**src/common/bsc_pkg.sv**
```systemverilog
// constants, register map and carrier types of the brake sequence control block
package bsc_pkg;
   localparam int unsigned CLK_PERIOD_NS = 25;
   localparam int unsigned TICK_NS = 10_000_000;
   localparam int unsigned TICK_CYCLES = TICK_NS / CLK_PERIOD_NS;
   localparam int unsigned FAULT_TIME_MS = 2000;
   localparam logic [15:0] FAULT_TICKS = 16'(FAULT_TIME_MS * 1_000_000 / TICK_NS);

   localparam logic [7:0] ADDR_CTRL = 8'h00;
   localparam logic [7:0] ADDR_FREQ = 8'h04;
   localparam logic [7:0] ADDR_CURR = 8'h08;
   localparam logic [7:0] ADDR_TIME1 = 8'h0c;
   localparam logic [7:0] ADDR_TIME2 = 8'h10;
   localparam logic [7:0] ADDR_TIME3 = 8'h14;
   localparam logic [7:0] ADDR_STATUS = 8'h18;
   localparam logic [7:0] ADDR_MASK = 8'h1c;
   localparam logic [7:0] ADDR_STATE = 8'h20;

   localparam int unsigned CTRL_DIR_BIT = 0;
   localparam int unsigned CTRL_ZSEL_BIT = 1;

   localparam logic [15:0] DISABLED = 16'h270f;
   // frequencies in 0.1 Hz, currents in %, times in 10 ms ticks
   localparam logic [15:0] RST_RELEASE_FREQ = 16'h001e;
   localparam logic [15:0] RST_ENGAGE_FREQ = 16'h003c;
   localparam logic [15:0] RST_RELEASE_CURR = 16'h0082;
   localparam logic [15:0] RST_REVERSE_CURR = DISABLED;
   localparam logic [15:0] RST_DETECT_TIME = 16'h001e;
   localparam logic [15:0] RST_START_DELAY = 16'h001e;
   localparam logic [15:0] RST_STOP_DELAY = 16'h001e;
   localparam logic [15:0] RST_DECEL_HOLD = 16'h012c;
   localparam logic [15:0] RST_START_DELAY2 = DISABLED;
   localparam logic [15:0] RST_POS_RANGE = DISABLED;
   localparam logic [1:0] RST_CTRL = 2'h0;
   localparam logic [15:0] MAX_FREQ = 16'h012c;
   localparam logic [15:0] MAX_CURR = 16'h0190;
   localparam logic [15:0] MAX_DETECT = 16'h00c8;
   localparam logic [15:0] MAX_DELAY = 16'h01f4;
   localparam logic [15:0] MAX_HOLD = 16'h0bb8;
   localparam logic [15:0] MAX_RANGE = 16'h03e8;

   localparam int unsigned EV_FAULT = 0;
   localparam int unsigned EV_RELEASE = 1;
   localparam int unsigned EV_ENGAGE = 2;
   localparam int unsigned EV_SHUTOFF = 3;
   localparam int unsigned NUM_EV = 4;

   typedef enum logic [2:0] {
      ST_IDLE, ST_MAGNETIZE, ST_START_DELAY, ST_RUN, ST_STOP_DELAY
   } bsc_state_type;

   typedef struct packed {
      logic [15:0] release_freq;
      logic [15:0] engage_freq;
      logic [15:0] release_curr;
      logic [15:0] reverse_curr;
      logic [15:0] detect_time;
      logic [15:0] start_delay;
      logic [15:0] stop_delay;
      logic [15:0] decel_hold;
      logic [15:0] start_delay2;
      logic [15:0] pos_range;
   } bsc_cfg_type;

   typedef struct packed {
      logic start_cmd;
      logic premagnetize_input;
      logic brake_release_done;
      logic reverse_cmd;
      logic shutoff_req;
      logic position_near;
   } bsc_pins_type;
endpackage

```
**src/core/bsc_brake_seq.sv**
```systemverilog
// brake sequence controller with apb register file and distance sense setting
//
// Behaviour
// - direction setting 1 inverts distance data sense; 0 keeps it.
// - current detection time 0..2 s, default 0.3 s.
// - release frequency 0..30 Hz, default 3 Hz, held during start.
// - start brake delay 0..5 s, default 0.3 s, before acceleration.
// - request drops at engage frequency 0..30 Hz, default 6 Hz.
// - after request drops, stop delay 0..5 s then output off.
// - decelerating below engage frequency, hold time 0..30 s, then drop.
// - second start delay 0..2 s, 9999 disables it.
// - drop request within position range of stop, 9999 defers to input.
// - selection 1 also drops on zero frequency command in position feed.
// - reverse rotation uses separate threshold unless it holds 9999.
// - request rises once flux ready after premagnetize or start; drops at shutoff.
// - fault when release done input keeps its state after request changes.
// - hold timer clears on expiry, output shutoff or next feed start.
`timescale 1ns/10ps
module bsc_brake_seq
   import bsc_pkg::*;
#(
   parameter int unsigned TICK_CYC = TICK_CYCLES
) (
   input wire logic pclk,
   input wire logic presetn,
   input wire logic psel,
   input wire logic penable,
   input wire logic pwrite,
   input wire logic [7:0] paddr,
   input wire logic [31:0] pwdata,
   output logic [31:0] prdata,
   output logic pready,
   output logic pslverr,
   input wire logic start_cmd,
   input wire logic premagnetize_input,
   input wire logic brake_release_done,
   input wire logic reverse_cmd,
   input wire logic shutoff_req,
   input wire logic position_near,
   input wire logic flux_ready,
   input wire logic decelerating,
   input wire logic position_feed,
   input wire logic [15:0] out_freq,
   input wire logic [15:0] freq_cmd,
   input wire logic [15:0] motor_current,
   input wire logic [15:0] dist_to_stop,
   input wire logic [31:0] dist_data,
   output logic [31:0] dist_data_adj,
   output logic brake_release_request,
   output logic output_on,
   output logic accel_permit,
   output logic [15:0] hold_freq,
   output logic irq
);
   bsc_cfg_type cfg_r;
   logic [1:0] ctrl_r;
   logic [NUM_EV-1:0] status_r;
   logic [NUM_EV-1:0] mask_r;
   logic [NUM_EV-1:0] ev;
   bsc_pins_type pins_raw;
   bsc_pins_type sync1_r;
   bsc_pins_type sync2_r;
   bsc_pins_type prev_r;
   bsc_state_type state_r;
   logic [31:0] tick_cnt_r;
   logic tick;
   logic [15:0] st_cnt_r;
   logic [15:0] cur_cnt_r;
   logic cur_ok_r;
   logic [15:0] hold_cnt_r;
   logic hold_run_r;
   logic [15:0] flt_cnt_r;
   logic flt_arm_r;
   logic req_prev_r;
   logic [15:0] thresh;
   logic [15:0] start_total;
   logic feed_start;
   logic drop_cond;
   logic hold_done;
   logic wr_en;
   logic rd_en;
   logic addr_ok;
   logic [31:0] rdata;

   // pins come from outside the clock domain
   assign pins_raw = '{start_cmd: start_cmd, premagnetize_input: premagnetize_input,
                      brake_release_done: brake_release_done, reverse_cmd: reverse_cmd,
                      shutoff_req: shutoff_req, position_near: position_near};

   always_ff @(posedge pclk or negedge presetn) begin
      if (!presetn) begin
         sync1_r <= '0;
         sync2_r <= '0;
         prev_r <= '0;
      end else begin
         sync1_r <= pins_raw;
         sync2_r <= sync1_r;
         prev_r <= sync2_r;
      end
   end

   // apb slave: no wait states, unmapped offsets answer with pslverr
   assign pready = 1'b1;
   assign wr_en = psel && penable && pwrite;
   assign rd_en = psel && penable && !pwrite;
   assign addr_ok = (paddr == ADDR_CTRL) || (paddr == ADDR_FREQ) || (paddr == ADDR_CURR) ||
                    (paddr == ADDR_TIME1) || (paddr == ADDR_TIME2) ||
                    (paddr == ADDR_TIME3) || (paddr == ADDR_STATUS) ||
                    (paddr == ADDR_MASK) || (paddr == ADDR_STATE);
   assign pslverr = psel && penable && !addr_ok;

   // settings are clamped to their ranges at write time
   function automatic logic [15:0] clamp(input logic [15:0] v, input logic [15:0] lim,
                                         input logic allow_off);
      if (allow_off && v == DISABLED) begin
         return v;
      end
      return (v > lim) ? lim : v;
   endfunction

   always_ff @(posedge pclk or negedge presetn) begin
      if (!presetn) begin
         ctrl_r <= RST_CTRL;
         mask_r <= '0;
         cfg_r.release_freq <= RST_RELEASE_FREQ;
         cfg_r.engage_freq <= RST_ENGAGE_FREQ;
         cfg_r.release_curr <= RST_RELEASE_CURR;
         cfg_r.reverse_curr <= RST_REVERSE_CURR;
         cfg_r.detect_time <= RST_DETECT_TIME;
         cfg_r.start_delay <= RST_START_DELAY;
         cfg_r.stop_delay <= RST_STOP_DELAY;
         cfg_r.decel_hold <= RST_DECEL_HOLD;
         cfg_r.start_delay2 <= RST_START_DELAY2;
         cfg_r.pos_range <= RST_POS_RANGE;
      end else if (wr_en) begin
         unique case (paddr)
            ADDR_CTRL: ctrl_r <= pwdata[1:0];
            ADDR_FREQ: begin
               cfg_r.release_freq <= clamp(pwdata[15:0], MAX_FREQ, 1'b0);
               cfg_r.engage_freq <= clamp(pwdata[31:16], MAX_FREQ, 1'b0);
            end
            ADDR_CURR: begin
               cfg_r.release_curr <= clamp(pwdata[15:0], MAX_CURR, 1'b0);
               cfg_r.reverse_curr <= clamp(pwdata[31:16], MAX_CURR, 1'b1);
            end
            ADDR_TIME1: begin
               cfg_r.detect_time <= clamp(pwdata[15:0], MAX_DETECT, 1'b0);
               cfg_r.start_delay <= clamp(pwdata[31:16], MAX_DELAY, 1'b0);
            end
            ADDR_TIME2: begin
               cfg_r.stop_delay <= clamp(pwdata[15:0], MAX_DELAY, 1'b0);
               cfg_r.decel_hold <= clamp(pwdata[31:16], MAX_HOLD, 1'b0);
            end
            ADDR_TIME3: begin
               cfg_r.start_delay2 <= clamp(pwdata[15:0], MAX_DETECT, 1'b1);
               cfg_r.pos_range <= clamp(pwdata[31:16], MAX_RANGE, 1'b1);
            end
            ADDR_MASK: mask_r <= pwdata[NUM_EV-1:0];
            default: ;
         endcase
      end
   end

   always_comb begin
      rdata = 32'h0;
      unique case (paddr)
         ADDR_CTRL: rdata = {30'h0, ctrl_r};
         ADDR_FREQ: rdata = {cfg_r.engage_freq, cfg_r.release_freq};
         ADDR_CURR: rdata = {cfg_r.reverse_curr, cfg_r.release_curr};
         ADDR_TIME1: rdata = {cfg_r.start_delay, cfg_r.detect_time};
         ADDR_TIME2: rdata = {cfg_r.decel_hold, cfg_r.stop_delay};
         ADDR_TIME3: rdata = {cfg_r.pos_range, cfg_r.start_delay2};
         ADDR_STATUS: rdata = {{(32 - NUM_EV){1'b0}}, status_r};
         ADDR_MASK: rdata = {{(32 - NUM_EV){1'b0}}, mask_r};
         ADDR_STATE: rdata = {25'h0, cur_ok_r, output_on, brake_release_request,
                              1'b0, state_r};
         default: rdata = 32'h0;
      endcase
   end

   always_ff @(posedge pclk or negedge presetn) begin
      if (!presetn) begin
         prdata <= 32'h0;
      end else if (psel && !penable && !pwrite) begin
         prdata <= rdata;
      end
   end

   // status clears on the read's access edge; a new event in that edge wins
   always_ff @(posedge pclk or negedge presetn) begin
      if (!presetn) begin
         status_r <= '0;
      end else if (rd_en && paddr == ADDR_STATUS) begin
         status_r <= ev;
      end else begin
         status_r <= status_r | ev;
      end
   end

   assign irq = |(status_r & mask_r);

   // one common time base for every brake time
   assign tick = (tick_cnt_r == TICK_CYC - 1);

   always_ff @(posedge pclk or negedge presetn) begin
      if (!presetn) begin
         tick_cnt_r <= 32'h0;
      end else if (tick) begin
         tick_cnt_r <= 32'h0;
      end else begin
         tick_cnt_r <= tick_cnt_r + 32'h1;
      end
   end

   always_ff @(posedge pclk or negedge presetn) begin
      if (!presetn) begin
         dist_data_adj <= 32'h0;
      end else if (ctrl_r[CTRL_DIR_BIT]) begin
         dist_data_adj <= 32'h0 - dist_data;
      end else begin
         dist_data_adj <= dist_data;
      end
   end

   assign thresh = (sync2_r.reverse_cmd && cfg_r.reverse_curr != DISABLED) ?
                   cfg_r.reverse_curr : cfg_r.release_curr;
   assign start_total = cfg_r.start_delay +
                        ((cfg_r.start_delay2 == DISABLED) ? 16'h0 : cfg_r.start_delay2);
   assign feed_start = sync2_r.start_cmd && !prev_r.start_cmd;

   // current must stay above threshold for the detection time
   always_ff @(posedge pclk or negedge presetn) begin
      if (!presetn) begin
         cur_cnt_r <= 16'h0;
         cur_ok_r <= 1'b0;
      end else if (!brake_release_request || motor_current < thresh) begin
         cur_cnt_r <= 16'h0;
         cur_ok_r <= 1'b0;
      end else if (cur_cnt_r >= cfg_r.detect_time) begin
         cur_ok_r <= 1'b1;
      end else if (tick) begin
         cur_cnt_r <= cur_cnt_r + 16'h1;
      end
   end

   // deceleration hold timer
   assign hold_done = hold_run_r && (hold_cnt_r >= cfg_r.decel_hold);

   always_ff @(posedge pclk or negedge presetn) begin
      if (!presetn) begin
         hold_cnt_r <= 16'h0;
         hold_run_r <= 1'b0;
      end else if (hold_done || !output_on || feed_start) begin
         hold_cnt_r <= 16'h0;
         hold_run_r <= 1'b0;
      end else if (state_r == ST_RUN && decelerating && out_freq <= cfg_r.engage_freq) begin
         hold_run_r <= 1'b1;
         if (tick && hold_run_r) begin
            hold_cnt_r <= hold_cnt_r + 16'h1;
         end
      end
   end

   always_comb begin
      drop_cond = hold_done;
      if (position_feed) begin
         if (cfg_r.pos_range == DISABLED) begin
            drop_cond = drop_cond || sync2_r.position_near;
         end else begin
            drop_cond = drop_cond || (decelerating && dist_to_stop <= cfg_r.pos_range);
         end
         if (ctrl_r[CTRL_ZSEL_BIT] && freq_cmd == 16'h0) begin
            drop_cond = 1'b1;
         end
      end
   end

   always_ff @(posedge pclk or negedge presetn) begin
      if (!presetn) begin
         state_r <= ST_IDLE;
         st_cnt_r <= 16'h0;
      end else if (sync2_r.shutoff_req && state_r != ST_IDLE) begin
         state_r <= ST_IDLE;
         st_cnt_r <= 16'h0;
      end else begin
         unique case (state_r)
            ST_IDLE: begin
               if (sync2_r.premagnetize_input || sync2_r.start_cmd) begin
                  state_r <= ST_MAGNETIZE;
               end
            end
            ST_MAGNETIZE: begin
               if (!sync2_r.premagnetize_input && !sync2_r.start_cmd) begin
                  state_r <= ST_IDLE;
               end else if (flux_ready) begin
                  state_r <= ST_START_DELAY;
                  st_cnt_r <= 16'h0;
               end
            end
            ST_START_DELAY: begin
               // premagnetize alone waits here until start arrives
               if (!sync2_r.start_cmd && !sync2_r.premagnetize_input) begin
                  state_r <= ST_STOP_DELAY;
                  st_cnt_r <= 16'h0;
               end else if (st_cnt_r >= start_total && cur_ok_r && sync2_r.start_cmd) begin
                  state_r <= ST_RUN;
               end else if (tick && st_cnt_r < start_total) begin
                  st_cnt_r <= st_cnt_r + 16'h1;
               end
            end
            ST_RUN: begin
               if (drop_cond) begin
                  state_r <= ST_STOP_DELAY;
                  st_cnt_r <= 16'h0;
               end
            end
            ST_STOP_DELAY: begin
               if (feed_start) begin
                  state_r <= ST_MAGNETIZE;
               end else if (st_cnt_r >= cfg_r.stop_delay) begin
                  state_r <= ST_IDLE;
               end else if (tick) begin
                  st_cnt_r <= st_cnt_r + 16'h1;
               end
            end
         endcase
      end
   end

   assign brake_release_request = (state_r == ST_START_DELAY) || (state_r == ST_RUN);
   assign output_on = (state_r != ST_IDLE);
   assign accel_permit = (state_r == ST_RUN);
   assign hold_freq = cfg_r.release_freq;

   // brake answer watchdog, armed on every change of the request
   always_ff @(posedge pclk or negedge presetn) begin
      if (!presetn) begin
         req_prev_r <= 1'b0;
         flt_arm_r <= 1'b0;
         flt_cnt_r <= 16'h0;
      end else begin
         req_prev_r <= brake_release_request;
         if (req_prev_r != brake_release_request) begin
            flt_arm_r <= 1'b1;
            flt_cnt_r <= 16'h0;
         end else if (flt_arm_r && sync2_r.brake_release_done == brake_release_request) begin
            flt_arm_r <= 1'b0;
         end else if (flt_arm_r && flt_cnt_r >= FAULT_TICKS) begin
            flt_arm_r <= 1'b0;
         end else if (flt_arm_r && tick) begin
            flt_cnt_r <= flt_cnt_r + 16'h1;
         end
      end
   end

   assign ev[EV_FAULT] = flt_arm_r && flt_cnt_r >= FAULT_TICKS &&
                         sync2_r.brake_release_done != brake_release_request;
   assign ev[EV_RELEASE] = brake_release_request && !req_prev_r;
   assign ev[EV_ENGAGE] = !brake_release_request && req_prev_r;
   assign ev[EV_SHUTOFF] = sync2_r.shutoff_req && !prev_r.shutoff_req;
endmodule // bsc_brake_seq

```
**config.mk**
```make
export PLATFORM = sky130hd
export DESIGN_NAME = bsc_brake_seq
export DESIGN_NICKNAME = d
export VERILOG_FILES = /design/src/common/bsc_pkg.sv /design/src/core/bsc_brake_seq.sv
export SDC_FILE = /design/constraint.sdc
export NUM_CORES = 1
export LEC_CHECK = 0
export BUFFER_PORTS_ARGS = -buffer_cell sky130_fd_sc_hd__buf_2
export CORE_MARGIN = 3
export CORE_UTILIZATION = 53
export DETAILED_ROUTE_END_ITERATION = 10
export PLACE_DENSITY_LB_ADDON = 0.05
export SLEW_MARGIN = 20
export SYNTH_ARGS = -nofsm -noshare
export SYNTH_HDL_FRONTEND = slang
export SYNTH_SLANG_ARGS = --single-unit
```
**constraint.sdc**
```tcl
create_clock -name pclk -period 6.8 [get_ports pclk]
set_input_delay 1.36 -clock pclk [delete_from_list [all_inputs] [get_ports pclk]]
set_output_delay 1.36 -clock pclk [all_outputs]
set_load 0.05 [all_outputs]
```
==> results.ini, run 1 <==
[layout]
areaGrowthSynthToFinish_pct = 14.52
nets = 2490
layout-drive-gt1-share = 0.1745

[timing]
maxSlewViolCount = 0
timing.final.hold_violations = 0
clock.fmax_mhz = 161.6
finalSetupViolations = 0
rsz0062_at_grt = no
worstMarginPinSlew_ns = 1.029
fin_setup_tns_ns = 0
fin_hold_ws_ns = 0.3465
fin_crit_ns = 6.190
fin_crit_sh = 0.9103
finClkSkew_ns = 0.01335
slew-limit-headroom = 0.3099

[route]
num_vias = 16097
antenna_left = 0
wire_per_inst_um = 21.41
first_iter_violations = 1330
drc_errors = 0
viasPerCell = 5.960
routed_wirelength_mm = 57.84
firstDrtPassIters = 5

[clock_network]
cts_buffers = 39
clock_sinks = 351
insertion_delay_ns = 0.56
cts-root-buf = clkbuf_16
cts_tree = built
ctsHoldBuffers = 0
cts_max_level = 2
cts_setup_buffers = 0
cts.clk_slew.worst_paths_ns = 0.06
ctsResizeCount = 0
cts_buffer_depth = 3

[synthesis]
synth-compound-area-share = 0.1534
yosysSeqAreaShare = 0.4564
synth-edff-count = 0
synth_most_common_cell = dfrtp_1
yosys.area.top_type_share = 0.3886
synth_top_family_by_area = simple AND/OR/NAND/NOR gates
yosys-top-cells-area = dfrtp_1 39%, ha_1 8.7%, dfstp_2 6.8%
yosys.area.top_type = dfrtp_1
syn-num-nets = 2303
synth_adder_area_share = 0.08819
yosys.area_share.simple = 0.1751
synth_xor_area_frac = 0.04383
ys.flop_type = dfrtp_1
syn_inst = 2017
synth_commonest_cells = 301 x dfrtp_1, 182 x nand2_1, 174 x nor2_1
async_reset_ff_frac = 1.000
synth_area_per_cell_um2 = 9.609
netlist_area_um2 = 19380
synth_cell_type_count = 73
synth_mux_area_frac = 0.03557
synth-seq-cells = 351
ys_warn_count = 0

[worst_setup_path]
cp-end-kind = flop
worstPathArrival_ns = 6.63
rr_startpoint = cfg_r[19]
ff2ff_setup_slack_ns = 0.61
crit_path_max_fanout = 8
r2r_end = state_r[1]
worstSetupPathType = flop to flop
r2r.worst_path.cells = 21
worstPathRequired_ns = 7.24
startpoint_type = flop

[global_routing]
grt_pass1_vias = 15743
grt-ovfl-total = 0
antenna_found_initial = 5
grt_max_degree = 152
grt_pass1_wl_mm = 89.69
track_usage = 0.2966

[floorplanning]
start_util = 0.5409
die_area_um2 = 38900
die_y_um = 197.2
dieWidth_um = 197.2
rows = 69
core-area_um2 = 35830
ios = 236

[power_and_ir_drop]
vdd_drop_max_mv = 0.1571
finalPower_uw = 5293
pwr-share-clk = 0.419
combPwrFrac = 0.158
leakage_uw = 0.01068
switchingPower_uw = 1564
seq_power_share = 0.423
intPower_uw = 3729
p_sw_frac = 0.2954
power.density_nw_per_um2 = 238.5

[hold_path]
hp-start = sync1_r[1]
hp-class = flop to flop
min_path_cells = 0
holdPathEnd = sync2_r[1]

[run]
drv_cap = 0

[placement]
port_buffers = 234
globalplace.congestion = 0.8817
hpwl_mm = 43.50

[outcome]
status = completed

==> sequential cells by signal (all words and copies together), names as in the netlist <==
name / cells
cfg_r: 144
ctrl_r: 2
cur_cnt_r: 16
cur_ok_r: 1
dist_data_adj: 32
flt_arm_r: 1
flt_cnt_r: 16
hold_cnt_r: 16
hold_freq: 16
hold_run_r: 1
mask_r: 4
prdata: 32
prev_r: 2
req_prev_r: 1
st_cnt_r: 16
state_r: 3
status_r: 4
sync1_r: 6
sync2_r: 6
tick_cnt_r: 32
==> layer usage <==
layer  share of wire  global-route usage  vias to the layer above
met4           0.034              0.1098                        0
li1                -                   -                     7553
met2            0.46              0.4707                      582
met1            0.43              0.4111                     7862
met3           0.073             0.05304                      100
met5               0                   0                        -
==> logic make-up after synthesis <==
kind of cell,Yosys count
xor gates and xnor gates,97
adders and majority gates,136
and+or+nand+nor,683
buffers and inverters,226
DFF,351
AOI/OAI and AO/OA,455
other,1
muxes,68
==> stage by stage <==
stage	cell area, um2	worst slack [ns]	instances	utilization
after floorplan	19380	1.554	2017	-
final	22200	0.6101	2701	0.6195
after global placement	20850	0.8057	2624	0.5820
after detailed placement	20850	0.7410	2624	0.5820
after CTS	22180	0.6865	2696	0.6191
after global routing	22190	0.2058	2700	0.6194
==> worst max-delay path by stage <==
stage               startpoint           to  slack [ns]  cells past startpoint
finish               cfg_r[19]   state_r[1]        0.61                     21
global route         cfg_r[19]   state_r[1]        0.21                     21
CTS                  cfg_r[19]   state_r[1]        0.69                     21
detailed placement   cfg_r[19]   state_r[1]        0.74                     21
global placement     cfg_r[19]   state_r[1]        0.81                     21
floorplan            cfg_r[19]  st_cnt_r[0]        1.55                     21
==> cells in the final DEF, fill, tap and decap left out, drive strengths merged, types with 35 or more instances in the layout <==
cell,instances
o21ai,111
clkbuf,58
nand4,38
nand3,45
nor2,174
ha,135
and2,59
a22o,35
buf,253
dfrtp,301
a21oi,122
dfstp,50
nor3,38
xnor2,68
inv,120
nand2,182
mux2i,61
==> power groups by stage <==
stage / Clock (uW) / Sequential, uW / Combinational (uW)
final: 2220 / 2240 / 835
after global routing: 2330 / 2250 / 905
after CTS: 2250 / 2240 / 837
after detailed placement: 0 / 2270 / 833
after global placement: 0 / 2270 / 817
after floorplan: 0 / 2380 / 406
==> area by class of cell <==
cell class                      instances  area, um2
Antenna cell                            5      12.51
Multi-Input combinational cell       1440       9647
Clock inverter                         14      221.5
Timing Repair Buffer                  253       1336
Fill cell                            3026      13630
Clock buffer                           58       1109
Sequential cell                       351       8846
Inverter                              119      446.7
Tap cell                              461      576.8
==> critical path, stage by stage (launching register included) <==
cell and delay [ns]:
dfstp_2 0.56, nor4b_1 0.38, nand4_1 0.35, and2_1 0.28, ha_1 0.22, fa_1 0.43, a211o_1 0.28, a21oi_1 0.21
o21ai_0 0.17, a41o_1 0.28, o41ai_1 0.45, o21bai_1 0.12, a21oi_1 0.19, xor2_1 0.10, ha_1 0.30, nand4_1 0.14
or2_2 0.33, o221ai_1 0.20, a21oi_1 0.08, o21ai_0 0.14, nor4b_1 0.47, mux2_2 0.39
No activity file was read; power rests on OpenSTA's default activity.
==> inputs of run 2 (changes only) <==
Settings changed: ABC_AREA set to 1.
Clock period 6.8 ns to 6 ns, I/O delays scaled along.
==> run 2 against run 1 <==
Synthesized area up 7.7%. Final area up 6.8%. Clock skew up 0.0070 ns. Via count grew 16%. Sequential power up 11%. Cell count grew 24%. Wire length grew 7.9%. Clock-buffer cell count rose by 6.
==> results.ini, run 2 <==
[clock_network]
cts.clk_slew.worst_paths_ns = 0.06  ; about the same
ctsHoldBuffers = 0  ; unchanged
ctsResizeCount = 0  ; unchanged
cts-root-buf = clkbuf_16
cts_buffers = 41  ; +5.1%
cts_setup_buffers = 0  ; unchanged
cts_tree = built
clock_sinks = 351  ; unchanged
cts_buffer_depth = 3  ; unchanged
insertion_delay_ns = 0.57  ; about the same
cts_max_level = 2  ; unchanged

[global_routing]
grt_pass1_vias = 17934  ; +14%
grt_busiest_layer = met2
grt_use_met3 = 0.03886  ; -0.01418
grt_use_met1 = 0.4240  ; +0.01292
grt_pass1_wl_mm = 98.50  ; +9.8%
use_met2 = 0.4823  ; +0.01152
grt-ovfl-total = 0  ; unchanged
grt_max_degree = 126  ; -17%
track_usage = 0.2996  ; +0.003003
antenna_found_initial = 2  ; -3

[synthesis]
syn-num-nets = 2882  ; +25%
yosys-top-cells-area = dfrtp_1 36%, ha_1 8.1%, inv_1 7.2%
synth_most_common_cell = inv_1
synth-seq-cells = 351  ; unchanged
syn_inst = 2596  ; +29%
ys_warn_count = 0  ; unchanged
synth_area_per_cell_um2 = 8.040  ; -16%
yosys.area.top_type = dfrtp_1
synth_commonest_cells = 402 x inv_1, 381 x nand2_1, 301 x dfrtp_1
yosys.area.top_type_share = 0.3609  ; -0.02775
async_reset_ff_frac = 1.000  ; unchanged
synth-edff-count = 0  ; unchanged
yosysSeqAreaShare = 0.4238  ; -0.03259
netlist_area_um2 = 20870  ; +7.7%
synth_cell_type_count = 70  ; -4.1%
ys.flop_type = dfrtp_1

[layout]
mostFrequentLayoutCells = 402 x inv_1, 381 x nand2_1, 301 x dfrtp_1, 267 x nor2_1, 233 x buf_2
fillers = 3526  ; +17%
layout-drive-gt1-share = 0.1632  ; -0.01130
regMostFlops = cfg_r
areaGrowthSynthToFinish_pct = 13.57
final_util = 0.6119  ; -0.007601
largest_register_ffs = 144  ; unchanged
nets = 3086  ; +24%
final_common_cell = inv_1

[timing]
fin_crit_sh = 0.8940  ; -0.01628
fin_setup_tns_ns = 0  ; unchanged
maxSlewViolCount = 0  ; unchanged
timing.final.hold_violations = 0  ; unchanged
finClkSkew_ns = 0.02032  ; +0.006977 ns
finalSetupViolations = 0  ; unchanged
slew-limit-headroom = 0.3932  ; +0.08329
worstMarginPinSlew_ns = 0.9076  ; -0.1213 ns
clock.fmax_mhz = 186.4  ; +15%
rsz0062_at_grt = no
fin_crit_ns = 5.364  ; -0.8259 ns

[route]
num_vias = 18650  ; +16%
viasPerCell = 5.567  ; -6.6%
routed_wirelength_mm = 62.41  ; +7.9%
antenna_left = 0  ; unchanged
firstDrtPassIters = 6  ; +1
wire_per_inst_um = 18.63  ; -13%
drc_errors = 0  ; unchanged
first_iter_violations = 1457  ; +9.5%

[power_and_ir_drop]
vdd_drop_max_mv = 0.2392  ; +52%
leakage_uw = 0.01218  ; +14%
power.density_nw_per_um2 = 242.0  ; +1.5%

[worst_setup_path]
worstSetupPathType = flop to flop
cpMostUsedCell = nand2_1
crit_path_top_delay_cell = dfstp_2
startpoint_type = flop
worstPathArrival_ns = 5.79  ; -0.84 ns
path_delay_family = simple AND/OR/NAND/NOR gates
max_stage_delay_ns = 0.51  ; -0.05 ns
cp-end-kind = flop
worstPathRequired_ns = 6.43  ; -0.81 ns
crit_path_max_fanout = 17  ; +9
crit_buf_inv = 2  ; +2
ff2ff_setup_slack_ns = 0.64  ; +0.03 ns

[floorplanning]
die_area_um2 = 41800  ; +7.5%
dieWidth_um = 204.4  ; +3.7%
rows = 72  ; +4.3%
ios = 236  ; unchanged
die_y_um = 204.4  ; +3.7%
core-area_um2 = 38740  ; +8.1%
start_util = 0.5388  ; -0.002154

[run]
drv_cap = 0  ; unchanged

[placement]
globalplace.congestion = 0.9099  ; +3.2%
hpwl_mm = 47.61  ; +9.4%
port_buffers = 234  ; unchanged

[hold_path]
hp-class = flop to flop

[outcome]
status = completed

[run 2: routing by layer]
metal	vias up	share of wire	routed length (um)
met4	0	0.030	1879
met3	118	0.072	4470
met2	697	0.46	28470
met5	-	0	0
li1	8972	-	-
met1	8863	0.44	27580
[run 2: final cells by class]
class / instances / area, um2 / area share
timing repair buffer: 253 / 1349 / 0.05690
tap: 518 / 648.1 / 0.02734
clock buffer: 64 / 1162 / 0.04904
sequential: 351 / 8846 / 0.3732
multi-input combinational: 1711 / 9920 / 0.4185
inverter: 442 / 1664 / 0.07021
antenna: 1 / 2.502 / 0.0001056
clock inverter: 10 / 111.4 / 0.004698
[run 2: cells by family after synthesis]
kind of cell	share of synthesized area
xor gates and xnor gates	0.03651
other	0.0001797
muxes	0.001559
buffers and inverters	0.1020
and+or+nand+nor	0.2253
DFF	0.4238
adders and majority gates	0.08189
AOI/OAI and AO/OA	0.1287
[run 2: path summary, 6_finish.rpt]
check	to	from	cells past startpoint
setup / recovery	st_cnt_r[0]	cfg_r[29]	28
hold / removal	sync2_r[1]	sync1_r[1]	0
setup reg to reg	st_cnt_r[0]	cfg_r[29]	28
hold reg to reg	sync2_r[1]	sync1_r[1]	0
max in group asynchronous	flt_cnt_r[1]	presetn	2
min in group asynchronous	dist_data_adj[31]	presetn	1
[run 2: power by group]
group	internal [uW]	switching, uW	total, uW
Sequential	2440	41.3	2480
Combinational	220	619	839
Clock	1420	998	2420
Total	4080	1660	5740
[run 2: worst reg2reg max path: cells and delay by family, from the launching register on]
family                   cells  cell delay (ns)
adder cells (fa/ha/maj)      3             0.91
XOR/XNOR                     1             0.22
buffers and inverters        2             0.25
AO/OA/AOI/OAI                6             1.12
flip-flops                   1             0.51
AND/OR/NAND/NOR             16             2.26
[run 2: per-stage QoR]
step	std cells	cell area (um2)	power (uW)	hold slack (ns)	setup WS, ns
2_1_floorplan	2596	20870	3072	0.3312	1.247
3_3_place_gp	3275	22420	3346	0.3324	0.8336
6_report	3350	23700	5737	0.3467	0.6360
4_1_cts	3349	23700	5788	0.3488	0.6393
3_5_place_dp	3275	22420	3360	0.3364	0.6686
5_1_grt	3350	23700	5985	0.3572	0.1882
